### src/bmo_pkg.sv
package bmo_pkg;

  // ----------------------------------------------------------------
  // widths and reset values
  // ----------------------------------------------------------------
  localparam int BMO_LANES = 7;
  localparam int BMO_SEL_W = 3;
  localparam int BMO_PIN_W = 7;
  localparam int BMO_SYNC = 3;
  localparam logic [BMO_SEL_W-1:0] BMO_SEL_RST = 3'h0;
  localparam logic [BMO_SEL_W-1:0] BMO_SEL_MAX = 3'h6;
  localparam logic [BMO_PIN_W-1:0] BMO_PIN_RST = 7'h00;

  // ----------------------------------------------------------------
  // carriers
  // ----------------------------------------------------------------
  typedef enum logic {
    BMO_TRIG_SCRIPT,
    BMO_TRIG_DECODER
  } bmo_trig_src_t;

  typedef struct packed {
    logic [1:0] script_mark;
    logic [1:0] decoder_event;
  } bmo_trig_in_t;

  typedef struct packed {
    logic [BMO_LANES-1:0] tx;
    logic [BMO_LANES-1:0] rx;
  } bmo_lane_pair_t;

endpackage

### src/bmo_sync.sv
`timescale 1ns/1ns
module bmo_sync
  import bmo_pkg::*;
#(
  parameter int WIDTH = 1
) (
  input wire logic ref_clk,
  input wire logic rst_n,
  input wire logic [WIDTH-1:0] async_in,
  output logic [WIDTH-1:0] sync_out
);

  // ----------------------------------------------------------------
  // three stages; a change counts once stages two and three agree
  // ----------------------------------------------------------------
  logic [WIDTH-1:0] s1;
  logic [WIDTH-1:0] s2;
  logic [WIDTH-1:0] s3;
  logic [WIDTH-1:0] next_sync_out;

  // stage one feeds only stage two, no other reader
  always_comb begin
    next_sync_out = sync_out;
    for (int i = 0; i < WIDTH; i++) begin
      if (s2[i] == s3[i]) begin
        next_sync_out[i] = s3[i];
      end
    end
  end

  // registers only
  always_ff @(posedge ref_clk) begin
    if (!rst_n) begin
      s1 <= '0;
      s2 <= '0;
      s3 <= '0;
      sync_out <= '0;
    end else begin
      s1 <= async_in;
      s2 <= s1;
      s3 <= s2;
      sync_out <= next_sync_out;
    end
  end

endmodule

### src/bmo_monitor.sv
`timescale 1ns/1ns
// Contract
// - Buffered clock output copies the captured bus clock without loading the bus.
// - Buffered data output copies exactly one of seven lanes, chosen by select.
// - Lane select changeable by script command or host application.
// - Mismatch output set on each bit slot strobe to whether transmitted and captured bus values differ, held between strobes.
// - Two event marker outputs, each drivable by a script command.
// - Markers alternatively driven by the internal event decoder, filter host-set.
// - After reset multi-purpose pins are inputs, captured once every frame.
// - With audio option, multi-purpose pins may become audio lanes and clocks.
// - General inputs sampled at the start of each frame for the trace.
module bmo_monitor
  import bmo_pkg::*;
(
  input wire logic ref_clk,
  input wire logic rst_n,
  input wire logic bus_clk_pin,
  input wire bmo_lane_pair_t lanes,
  input wire logic bit_slot_strobe,
  input wire logic frame_start,
  input wire logic script_sel_we,
  input wire logic [BMO_SEL_W-1:0] script_sel,
  input wire logic host_sel_we,
  input wire logic [BMO_SEL_W-1:0] host_sel,
  input wire bmo_trig_src_t trig_src,
  input wire bmo_trig_in_t trig_in,
  input wire logic audio_option,
  input wire logic audio_mode_req,
  input wire logic [BMO_PIN_W-1:0] audio_out_data,
  input wire logic [BMO_PIN_W-1:0] general_input_pin_i,
  output logic [BMO_PIN_W-1:0] general_input_pin_o,
  output logic [BMO_PIN_W-1:0] general_input_pin_oe_n,
  output logic buf_clk,
  output logic buf_data,
  output logic data_diff,
  output logic [1:0] trig_out,
  output logic [BMO_PIN_W-1:0] pin_sample,
  output logic pin_sample_valid,
  output logic audio_mode
);

  // ----------------------------------------------------------------
  // pin synchronisers
  // ----------------------------------------------------------------
  logic [BMO_PIN_W-1:0] pin_sync;
  logic clk_sync;

  // the general inputs come straight off the header, at any phase
  bmo_sync #(.WIDTH(BMO_PIN_W)) u_pin_sync (
    .ref_clk(ref_clk),
    .rst_n(rst_n),
    .async_in(general_input_pin_i),
    .sync_out(pin_sync)
  );

  // the bus clock is a pin as well; the mirror trades a few cycles of lag
  // for a probe output that never shows a metastable level
  bmo_sync #(.WIDTH(1)) u_clk_sync (
    .ref_clk(ref_clk),
    .rst_n(rst_n),
    .async_in(bus_clk_pin),
    .sync_out(clk_sync)
  );

  // ----------------------------------------------------------------
  // lane select, script or host
  // ----------------------------------------------------------------
  logic [BMO_SEL_W-1:0] lane_sel;
  logic [BMO_SEL_W-1:0] next_lane_sel;

  // an out-of-range lane index keeps the last valid one
  function automatic logic sel_ok(input logic [BMO_SEL_W-1:0] s);
    return s <= BMO_SEL_MAX;
  endfunction

  // script wins a same-cycle collision: it runs the sequence in progress
  always_comb begin
    next_lane_sel = lane_sel;
    if (script_sel_we && sel_ok(script_sel)) begin
      next_lane_sel = script_sel;
    end else if (host_sel_we && sel_ok(host_sel)) begin
      next_lane_sel = host_sel;
    end
  end

  always_ff @(posedge ref_clk) begin
    if (!rst_n) begin
      lane_sel <= BMO_SEL_RST;
    end else begin
      lane_sel <= next_lane_sel;
    end
  end

  // ----------------------------------------------------------------
  // clock mirror
  // ----------------------------------------------------------------
  logic next_buf_clk;

  // limitation: a bus clock level shorter than two ref_clk cycles is
  // filtered out, so the mirror is faithful up to a quarter of ref_clk
  always_comb begin
    next_buf_clk = clk_sync;
  end

  // registers only; the probe never loads the bus itself
  always_ff @(posedge ref_clk) begin
    if (!rst_n) begin
      buf_clk <= 1'b0;
    end else begin
      buf_clk <= next_buf_clk;
    end
  end

  // ----------------------------------------------------------------
  // data lane mirror
  // ----------------------------------------------------------------
  logic next_buf_data;

  // lane_sel never leaves the legal range, so the index is always defined
  always_comb begin
    next_buf_data = lanes.rx[lane_sel];
  end

  always_ff @(posedge ref_clk) begin
    if (!rst_n) begin
      buf_data <= 1'b0;
    end else begin
      buf_data <= next_buf_data;
    end
  end

  // ----------------------------------------------------------------
  // transmit / capture mismatch
  // ----------------------------------------------------------------
  logic next_data_diff;

  // compared only on the slot strobe: between slots tx and rx may belong
  // to different bits and would flag a clash that is not there
  always_comb begin
    next_data_diff = data_diff;
    if (bit_slot_strobe) begin
      next_data_diff = |(lanes.tx ^ lanes.rx);
    end
  end

  always_ff @(posedge ref_clk) begin
    if (!rst_n) begin
      data_diff <= 1'b0;
    end else begin
      data_diff <= next_data_diff;
    end
  end

  // ----------------------------------------------------------------
  // event markers
  // ----------------------------------------------------------------
  logic [1:0] next_trig_out;

  // one source at a time; mixing both would hide which one fired
  always_comb begin
    unique case (trig_src)
      BMO_TRIG_SCRIPT: next_trig_out = trig_in.script_mark;
      BMO_TRIG_DECODER: next_trig_out = trig_in.decoder_event;
    endcase
  end

  always_ff @(posedge ref_clk) begin
    if (!rst_n) begin
      trig_out <= 2'h0;
    end else begin
      trig_out <= next_trig_out;
    end
  end

  // ----------------------------------------------------------------
  // multi-purpose pin direction
  // ----------------------------------------------------------------
  logic next_audio_mode;
  logic [BMO_PIN_W-1:0] next_pin_o;
  logic [BMO_PIN_W-1:0] next_pin_oe_n;

  // audio mode only exists with the option fitted; otherwise pins stay inputs
  always_comb begin
    next_audio_mode = audio_option && audio_mode_req;
    next_pin_o = BMO_PIN_RST;
    next_pin_oe_n = {BMO_PIN_W{1'b1}};
    if (next_audio_mode) begin
      next_pin_o = audio_out_data;
      next_pin_oe_n = {BMO_PIN_W{1'b0}};
    end
  end

  // direction and data switch on the same edge, so no pin drives stale data
  always_ff @(posedge ref_clk) begin
    if (!rst_n) begin
      audio_mode <= 1'b0;
      general_input_pin_o <= BMO_PIN_RST;
      general_input_pin_oe_n <= {BMO_PIN_W{1'b1}};
    end else begin
      audio_mode <= next_audio_mode;
      general_input_pin_o <= next_pin_o;
      general_input_pin_oe_n <= next_pin_oe_n;
    end
  end

  // ----------------------------------------------------------------
  // per-frame capture of the general inputs
  // ----------------------------------------------------------------
  logic [BMO_PIN_W-1:0] next_pin_sample;
  logic next_pin_sample_valid;

  // the sample stands until the next frame, so the trace writer may be late
  always_comb begin
    next_pin_sample = pin_sample;
    next_pin_sample_valid = 1'b0;
    if (frame_start) begin
      next_pin_sample = pin_sync;
      next_pin_sample_valid = 1'b1;
    end
  end

  always_ff @(posedge ref_clk) begin
    if (!rst_n) begin
      pin_sample <= BMO_PIN_RST;
      pin_sample_valid <= 1'b0;
    end else begin
      pin_sample <= next_pin_sample;
      pin_sample_valid <= next_pin_sample_valid;
    end
  end

endmodule

### config.mk
export PLATFORM = sky130hd
export DESIGN_NAME = bmo_monitor
export DESIGN_NICKNAME = d
export VERILOG_FILES = /design/src/bmo_pkg.sv /design/src/bmo_sync.sv /design/src/bmo_monitor.sv
export SDC_FILE = /design/constraint.sdc
export NUM_CORES = 1
export LEC_CHECK = 0
export ABC_AREA = 0
export BUFFER_PORTS_ARGS = -buffer_cell sky130_fd_sc_hd__buf_2
export CAP_MARGIN = 20
export CORE_ASPECT_RATIO = 2
export CORE_MARGIN = 5
export CORE_UTILIZATION = 51
export CTS_BUF_LIST = sky130_fd_sc_hd__clkbuf_16
export CTS_CLUSTER_SIZE = 14
export DETAILED_ROUTE_END_ITERATION = 10
export PLACE_DENSITY = 0.88
export SKIP_CTS_REPAIR_TIMING = 1
export SYNTH_ARGS = -nofsm -noshare
export SYNTH_HDL_FRONTEND = slang
export SYNTH_HIERARCHICAL = 1
export SYNTH_SLANG_ARGS = --single-unit
### constraint.sdc
create_clock -name ref_clk -period 3.4 [get_ports ref_clk]
set_clock_uncertainty 0.1 [all_clocks]
set_input_delay 0.85 -clock ref_clk [delete_from_list [all_inputs] [get_ports ref_clk]]
set_output_delay 0.85 -clock ref_clk [all_outputs]
set_load 0.01 [all_outputs]
==> impl_metrics.yaml, run 1 <==
detailed_routing:
  antenna_left: 0
  vias: 1476
  wl_per_cell_um: 11.66
  drt_iter0_drc: 16
  drt_first_pass_iters: 4
  drc: 0
  via_per_inst: 4.701
  routed_wl_um: 3661
clocking:
  htreeDepth: 3
  cts.clk_slew.worst_paths_ps: 50
  clockBufferDepth: 2
  clk_latency_ps: 310
  cts_root_buf: "clkbuf_16"
  cts_tree: "done"
  cts-buffers-inserted: 9
  cts_sinks: 57
worst_setup_path:
  worstPathCellList: "buf_2"
  endpoint_kind: "output port"
  slowest_stage: "dfxtp_1"
  critPathMaxFanout: 7
  start_kind: "flip-flop"
  crit_required_ps: 2450
  cp_top_family: "flip-flops"
  r2r_start: "lane_sel[0]"
  reg2regPathDepth: 3
  r2r_end: "buf_data"
  rrSetupSlack_ps: 2050
  max_stage_delay_ps: 390
  cp_data_arrival_time_ps: 870
  critPathBufInv: 1
  setup.worst_path.class: "reg2out"
floorplanning:
  die-area_mm2: 0.005259
  core-area_mm2: 0.003804
  die_h_um: 97.69
  initial_core_util_pct: 51.55
  ioPinCount: 76
  rows: 32
  die_x_um: 53.84
synth:
  synth_common_cells: "dfxtp_1, and2_1, nand2_1"
  synth_top_area_share_pct: 58.20
  synth_area_mm2: 0.001961
  yosys_warnings: 6
  synthTopCellsByArea: "dfxtp_1, and2_1, mux2i_1"
  synthesis.nets: 230
  ys_ff_latch: 57
  yosys.area.top_type: "dfxtp_1"
  avgSynthCellArea_um2: 10.77
  synth-main-ff-cell: "dfxtp_1"
  async_reset_ff_share_pct: 0
  ys_seq_area_share_pct: 58.20
  synth_most_common_cell: "dfxtp_1"
  synth_edf_count: 0
  netlist_instances: 182
  netlist-cell-type-count: 27
grt:
  first_global_vias: 1476
  overflow: 0
  grt_max_degree: 35
  grt_antenna_before_repair: 0
  grtUsageTotal_pct: 15.77
  grt_pass1_wl_um: 6058
power:
  power.density_mw_per_mm2: 597.9
  leakage_nw: 1.190
  max-vdd-ir-drop_mv: 0.4815
  total_power_mw: 1.548
hold_path:
  min-delay-start: "u_pin_sync/s1[4]"
  holdPathStages: 1
  worstHoldPathType: "reg2reg"
  min_to: "u_pin_sync/s2[4]"
timing:
  worstMarginPinSlew_ps: 422.1
  hold_viol: 0
  setup_viol_count_final: 0
  fmax_mhz: 550.8
  period_minus_slack_ps: 1816
  slew-limit-headroom_pct: 71.86
  period_share_pct: 53.40
  setup_tns_ps: 0
  fin_ws_ps: 1584
  slew_viol_final: 0
  rsz0062_at_grt: "false"
status:
  status: "complete, no violations"
place:
  io_buffers: 75
  place_congestion: 0.8803
  dp_slack_ps: 1480
  dp_hpwl_um: 2777
cells_and_area:
  num-nets-final: 306
  multi_input_area_um2: 726.9
  drive_gt1_share_pct: 35.36
  area_growth_pct: 32.04
  seqCellArea_mm2: 0.001141
  antennaDiodeCount: 0
  fillCellCount: 302
flow_run:
  drv_cap: 0
## layout make-up
class / instances / area share, %
multi-input cells: 111 / 28.08
clock buffers: 9 / 8.700
flip-flops and latches: 57 / 44.08
clock inverters: 7 / 1.450
inverters: 3 / 0.4350
well taps: 51 / 2.465
repair buffers: 76 / 14.79
## where the power goes
| group | total, mW | switching [mW] | internal, mW |
|---|---|---|---|
| sequential | 0.702 | 0.00989 | 0.692 |
| combinational | 0.0984 | 0.0447 | 0.0537 |
| clock | 0.747 | 0.267 | 0.480 |
## state kept, by name (all words and copies together), names as in the netlist, 2 cells and up
signal               flops
general_input_pin_o      7
lane_sel                 3
pin_sample               7
trig_out                 2
u_pin_sync/s1            7
u_pin_sync/s2            7
u_pin_sync/s3            7
u_pin_sync/sync_out      7
## through the flow
step	area [µm²]	util, %	hold slack [ps]	instances
floorplan	1961	-	305.7	182
global placement	2326	61.15	311.8	298
detailed placement	2326	61.15	310.5	298
CTS	2589	68.06	321.4	314
global route	2589	68.06	331.6	314
finish	2589	68.06	320.4	314
## per-layer routing
| layer | share of wire [%] | vias up | track usage [%] | routed length (µm) |
|---|---|---|---|---|
| li1 | - | 749 | - | - |
| met1 | 34 | 684 | 13.99 | 1243 |
| met2 | 60 | 39 | 27.94 | 2180 |
| met3 | 4.8 | 4 | 4.916 | 177 |
| met4 | 1.6 | 0 | 10.24 | 59 |
| met5 | 0 | - | 0 | 0 |
## worst max-delay path by stage
stage | from | end | slack (ps) | cells after the start
final | general_input_pin_oe_n[5] | general_input_pin_oe_n[2] | 1580 | 1
after global routing | general_input_pin_oe_n[5] | general_input_pin_oe_n[5] | 1510 | 1
after CTS | general_input_pin_oe_n[5] | general_input_pin_oe_n[2] | 1560 | 1
after detailed placement | rst_n | general_input_pin_o[3] | 1480 | 3
after global placement | rst_n | general_input_pin_o[4] | 1500 | 3
after floorplan | lanes[5] | buf_data | 1740 | 3
## logic make-up (layout without fill, tap and decap cells)
family,Yosys count,in the layout,synth area share (%)
simple gates,60,60,17.36
flops,57,57,58.20
compound gates,33,33,10.34
buf+inv,14,95,4.722
mux,11,11,6.254
xor+xnor,7,7,3.127
## layout by cell type, fill, tap and decap left out, drive strengths merged, types with 2 or more instances in the layout
master    count
buf          76
xor2          6
clkinv        5
clkbuf        9
inv           3
nand2        14
o21ai        13
a21oi         4
a21boi       11
and2         33
o22ai         3
clkinvlp      2
mux2i        10
dfxtp        57
nor2b         9
No activity file was read; power rests on OpenSTA's default activity.
==> inputs of run 2 (changes only) <==
--- a/config.mk
+++ b/config.mk
@@ -10,11 +10,11 @@
 export CAP_MARGIN = 20
 export CORE_ASPECT_RATIO = 2
 export CORE_MARGIN = 5
-export CORE_UTILIZATION = 51
+export CORE_UTILIZATION = 47
 export CTS_BUF_LIST = sky130_fd_sc_hd__clkbuf_16
 export CTS_CLUSTER_SIZE = 14
 export DETAILED_ROUTE_END_ITERATION = 10
-export PLACE_DENSITY = 0.88
+export PLACE_DENSITY = 0.82
 export SKIP_CTS_REPAIR_TIMING = 1
 export SYNTH_ARGS = -nofsm -noshare
 export SYNTH_HDL_FRONTEND = slang
==> constraint.sdc (replaced) <==
create_clock -name ref_clk -period 1.79 [get_ports ref_clk]
set_clock_uncertainty 0.1 [all_clocks]
set_input_delay 0.4475 -clock ref_clk [delete_from_list [all_inputs] [get_ports ref_clk]]
set_output_delay 0.4475 -clock ref_clk [all_outputs]
set_load 0.01 [all_outputs]
==> impl_metrics.yaml, run 2 (synthesis gave the netlist of run 1 again) <==
status:
  status: "complete, no violations"
worst_setup_path:
  startpoint: "general_input_pin_oe_n[5]"
  reg2regPathDepth: 3
  endpoint_kind: "output port"
  cp_top_family: "flip-flops"
  start_kind: "flip-flop"
  setup.worst_path.class: "reg2out"
  worstSetupPathDepth: 1
  r2r_start: "lane_sel[0]"
  max_stage_delay_ps: 390
  cp_data_arrival_time_ps: 870
  critPathMaxFanout: 7
  crit_required_ps: 1240
  rrSetupSlack_ps: 440
  worstPathCellList: "buf_2"
  slowest_stage: "dfxtp_1"
  critPathBufInv: 1
floorplanning:
  ioPinCount: 76
  die_h_um: 101.3
  core-area_mm2: 0.004088
  die_x_um: 55.67
  die-area_mm2: 0.005642
  initial_core_util_pct: 47.96
  rows: 33
clocking:
  cts_tree: "done"
  cts_sinks: 57
  cts.clk_slew.worst_paths_ps: 50
  clockBufferDepth: 2
  clk_latency_ps: 310
  htreeDepth: 3
  cts-buffers-inserted: 9
  cts_root_buf: "clkbuf_16"
detailed_routing:
  antenna_left: 0
  vias: 1491
  drt_first_pass_iters: 4
  via_per_inst: 4.733
  wl_per_cell_um: 12.16
  drc: 0
  routed_wl_um: 3831
  drt_iter0_drc: 10
place:
  place_area_mm2: 0.002335
  dp_hpwl_um: 2892
  io_buffers: 75
  place_congestion: 0.7790
cells_and_area:
  final_cell_mix: "buf_2, dfxtp_1, and2_1, nand2_1"
  fin_area_mm2: 0.002586
  area_growth_pct: 31.91
  drive_gt1_share_pct: 34.98
  antennaDiodeCount: 0
  fin_util_pct: 63.27
  seqCellArea_mm2: 0.001141
  num-nets-final: 307
  final_common_cell: "buf_2"
  fillCellCount: 349
  multi_input_area_um2: 726.9
hold_path:
  min-delay-start: "audio_out_data[6]"
  worstHoldPathType: "in2reg"
  holdPathStages: 2
timing:
  fmax_mhz: 704.9
  period_minus_slack_ps: 1419
  rsz0062_at_grt: "false"
  slew-limit-headroom_pct: 82.86
  hold_viol: 0
  period_share_pct: 79.26
  holdWs_ps: 237.7
  setup_tns_ps: 0
  setup_viol_count_final: 0
  worstMarginPinSlew_ps: 257.1
  slew_viol_final: 0
grt:
  first_global_vias: 1519
  overflow: 0
  grt_max_degree: 26
  grt_antenna_before_repair: 0
  grt_pass1_wl_um: 6320
  grtUsageTotal_pct: 14.45
power:
  leakage_nw: 1.196
  total_power_mw: 2.910
  power.density_mw_per_mm2: 1125
  max-vdd-ir-drop_mv: 0.9060
flow_run:
  drv_cap: 0
[run 2: changes by cell type in the layout (fill, tap and decap cells not counted)]
cell and delta:
clkinv_1 +1, buf_4 +1, clkinvlp_4 -2
[run 2: through the flow]
stage	instances	setup WS (ps)
5_1_grt	315	308.1
3_5_place_dp	300	355.3
2_1_floorplan	182	529.4
4_1_cts	315	359.7
3_3_place_gp	300	379.2
6_report	315	371.3
[run 2: per-layer routing]
metal / routed length [µm] / vias to the layer above / global-route usage [%]
met5: 0 / - / 0
li1: - / 748 / -
met2: 2237 / 45 / 27.65
met4: 97 / 0 / 7.865
met1: 1283 / 692 / 13.24
met3: 211 / 6 / 4.464
[run 2: power breakdown]
group          internal (mW)  switching [mW]  leakage [nW]  total [mW]
clock                  0.898           0.488         0.127        1.39
combinational          0.103          0.0850         0.602       0.188
sequential              1.32          0.0193         0.467        1.34
[run 2: cell type report]
| type | instances | area share, % |
|---|---|---|
| clock inverter | 6 | 1.016 |
| clock buffer | 9 | 8.708 |
| sequential | 57 | 44.12 |
| multi-input combinational | 111 | 28.11 |
| inverter | 3 | 0.4354 |
| timing repair buffer | 77 | 15.09 |
| tap | 52 | 2.516 |
[run 2: worst paths after layout]
| path | end |
|---|---|
| min | general_input_pin_o[6] |
| min reg2reg | u_pin_sync/s2[1] |
| max | general_input_pin_oe_n[2] |
| max reg2reg | buf_data |
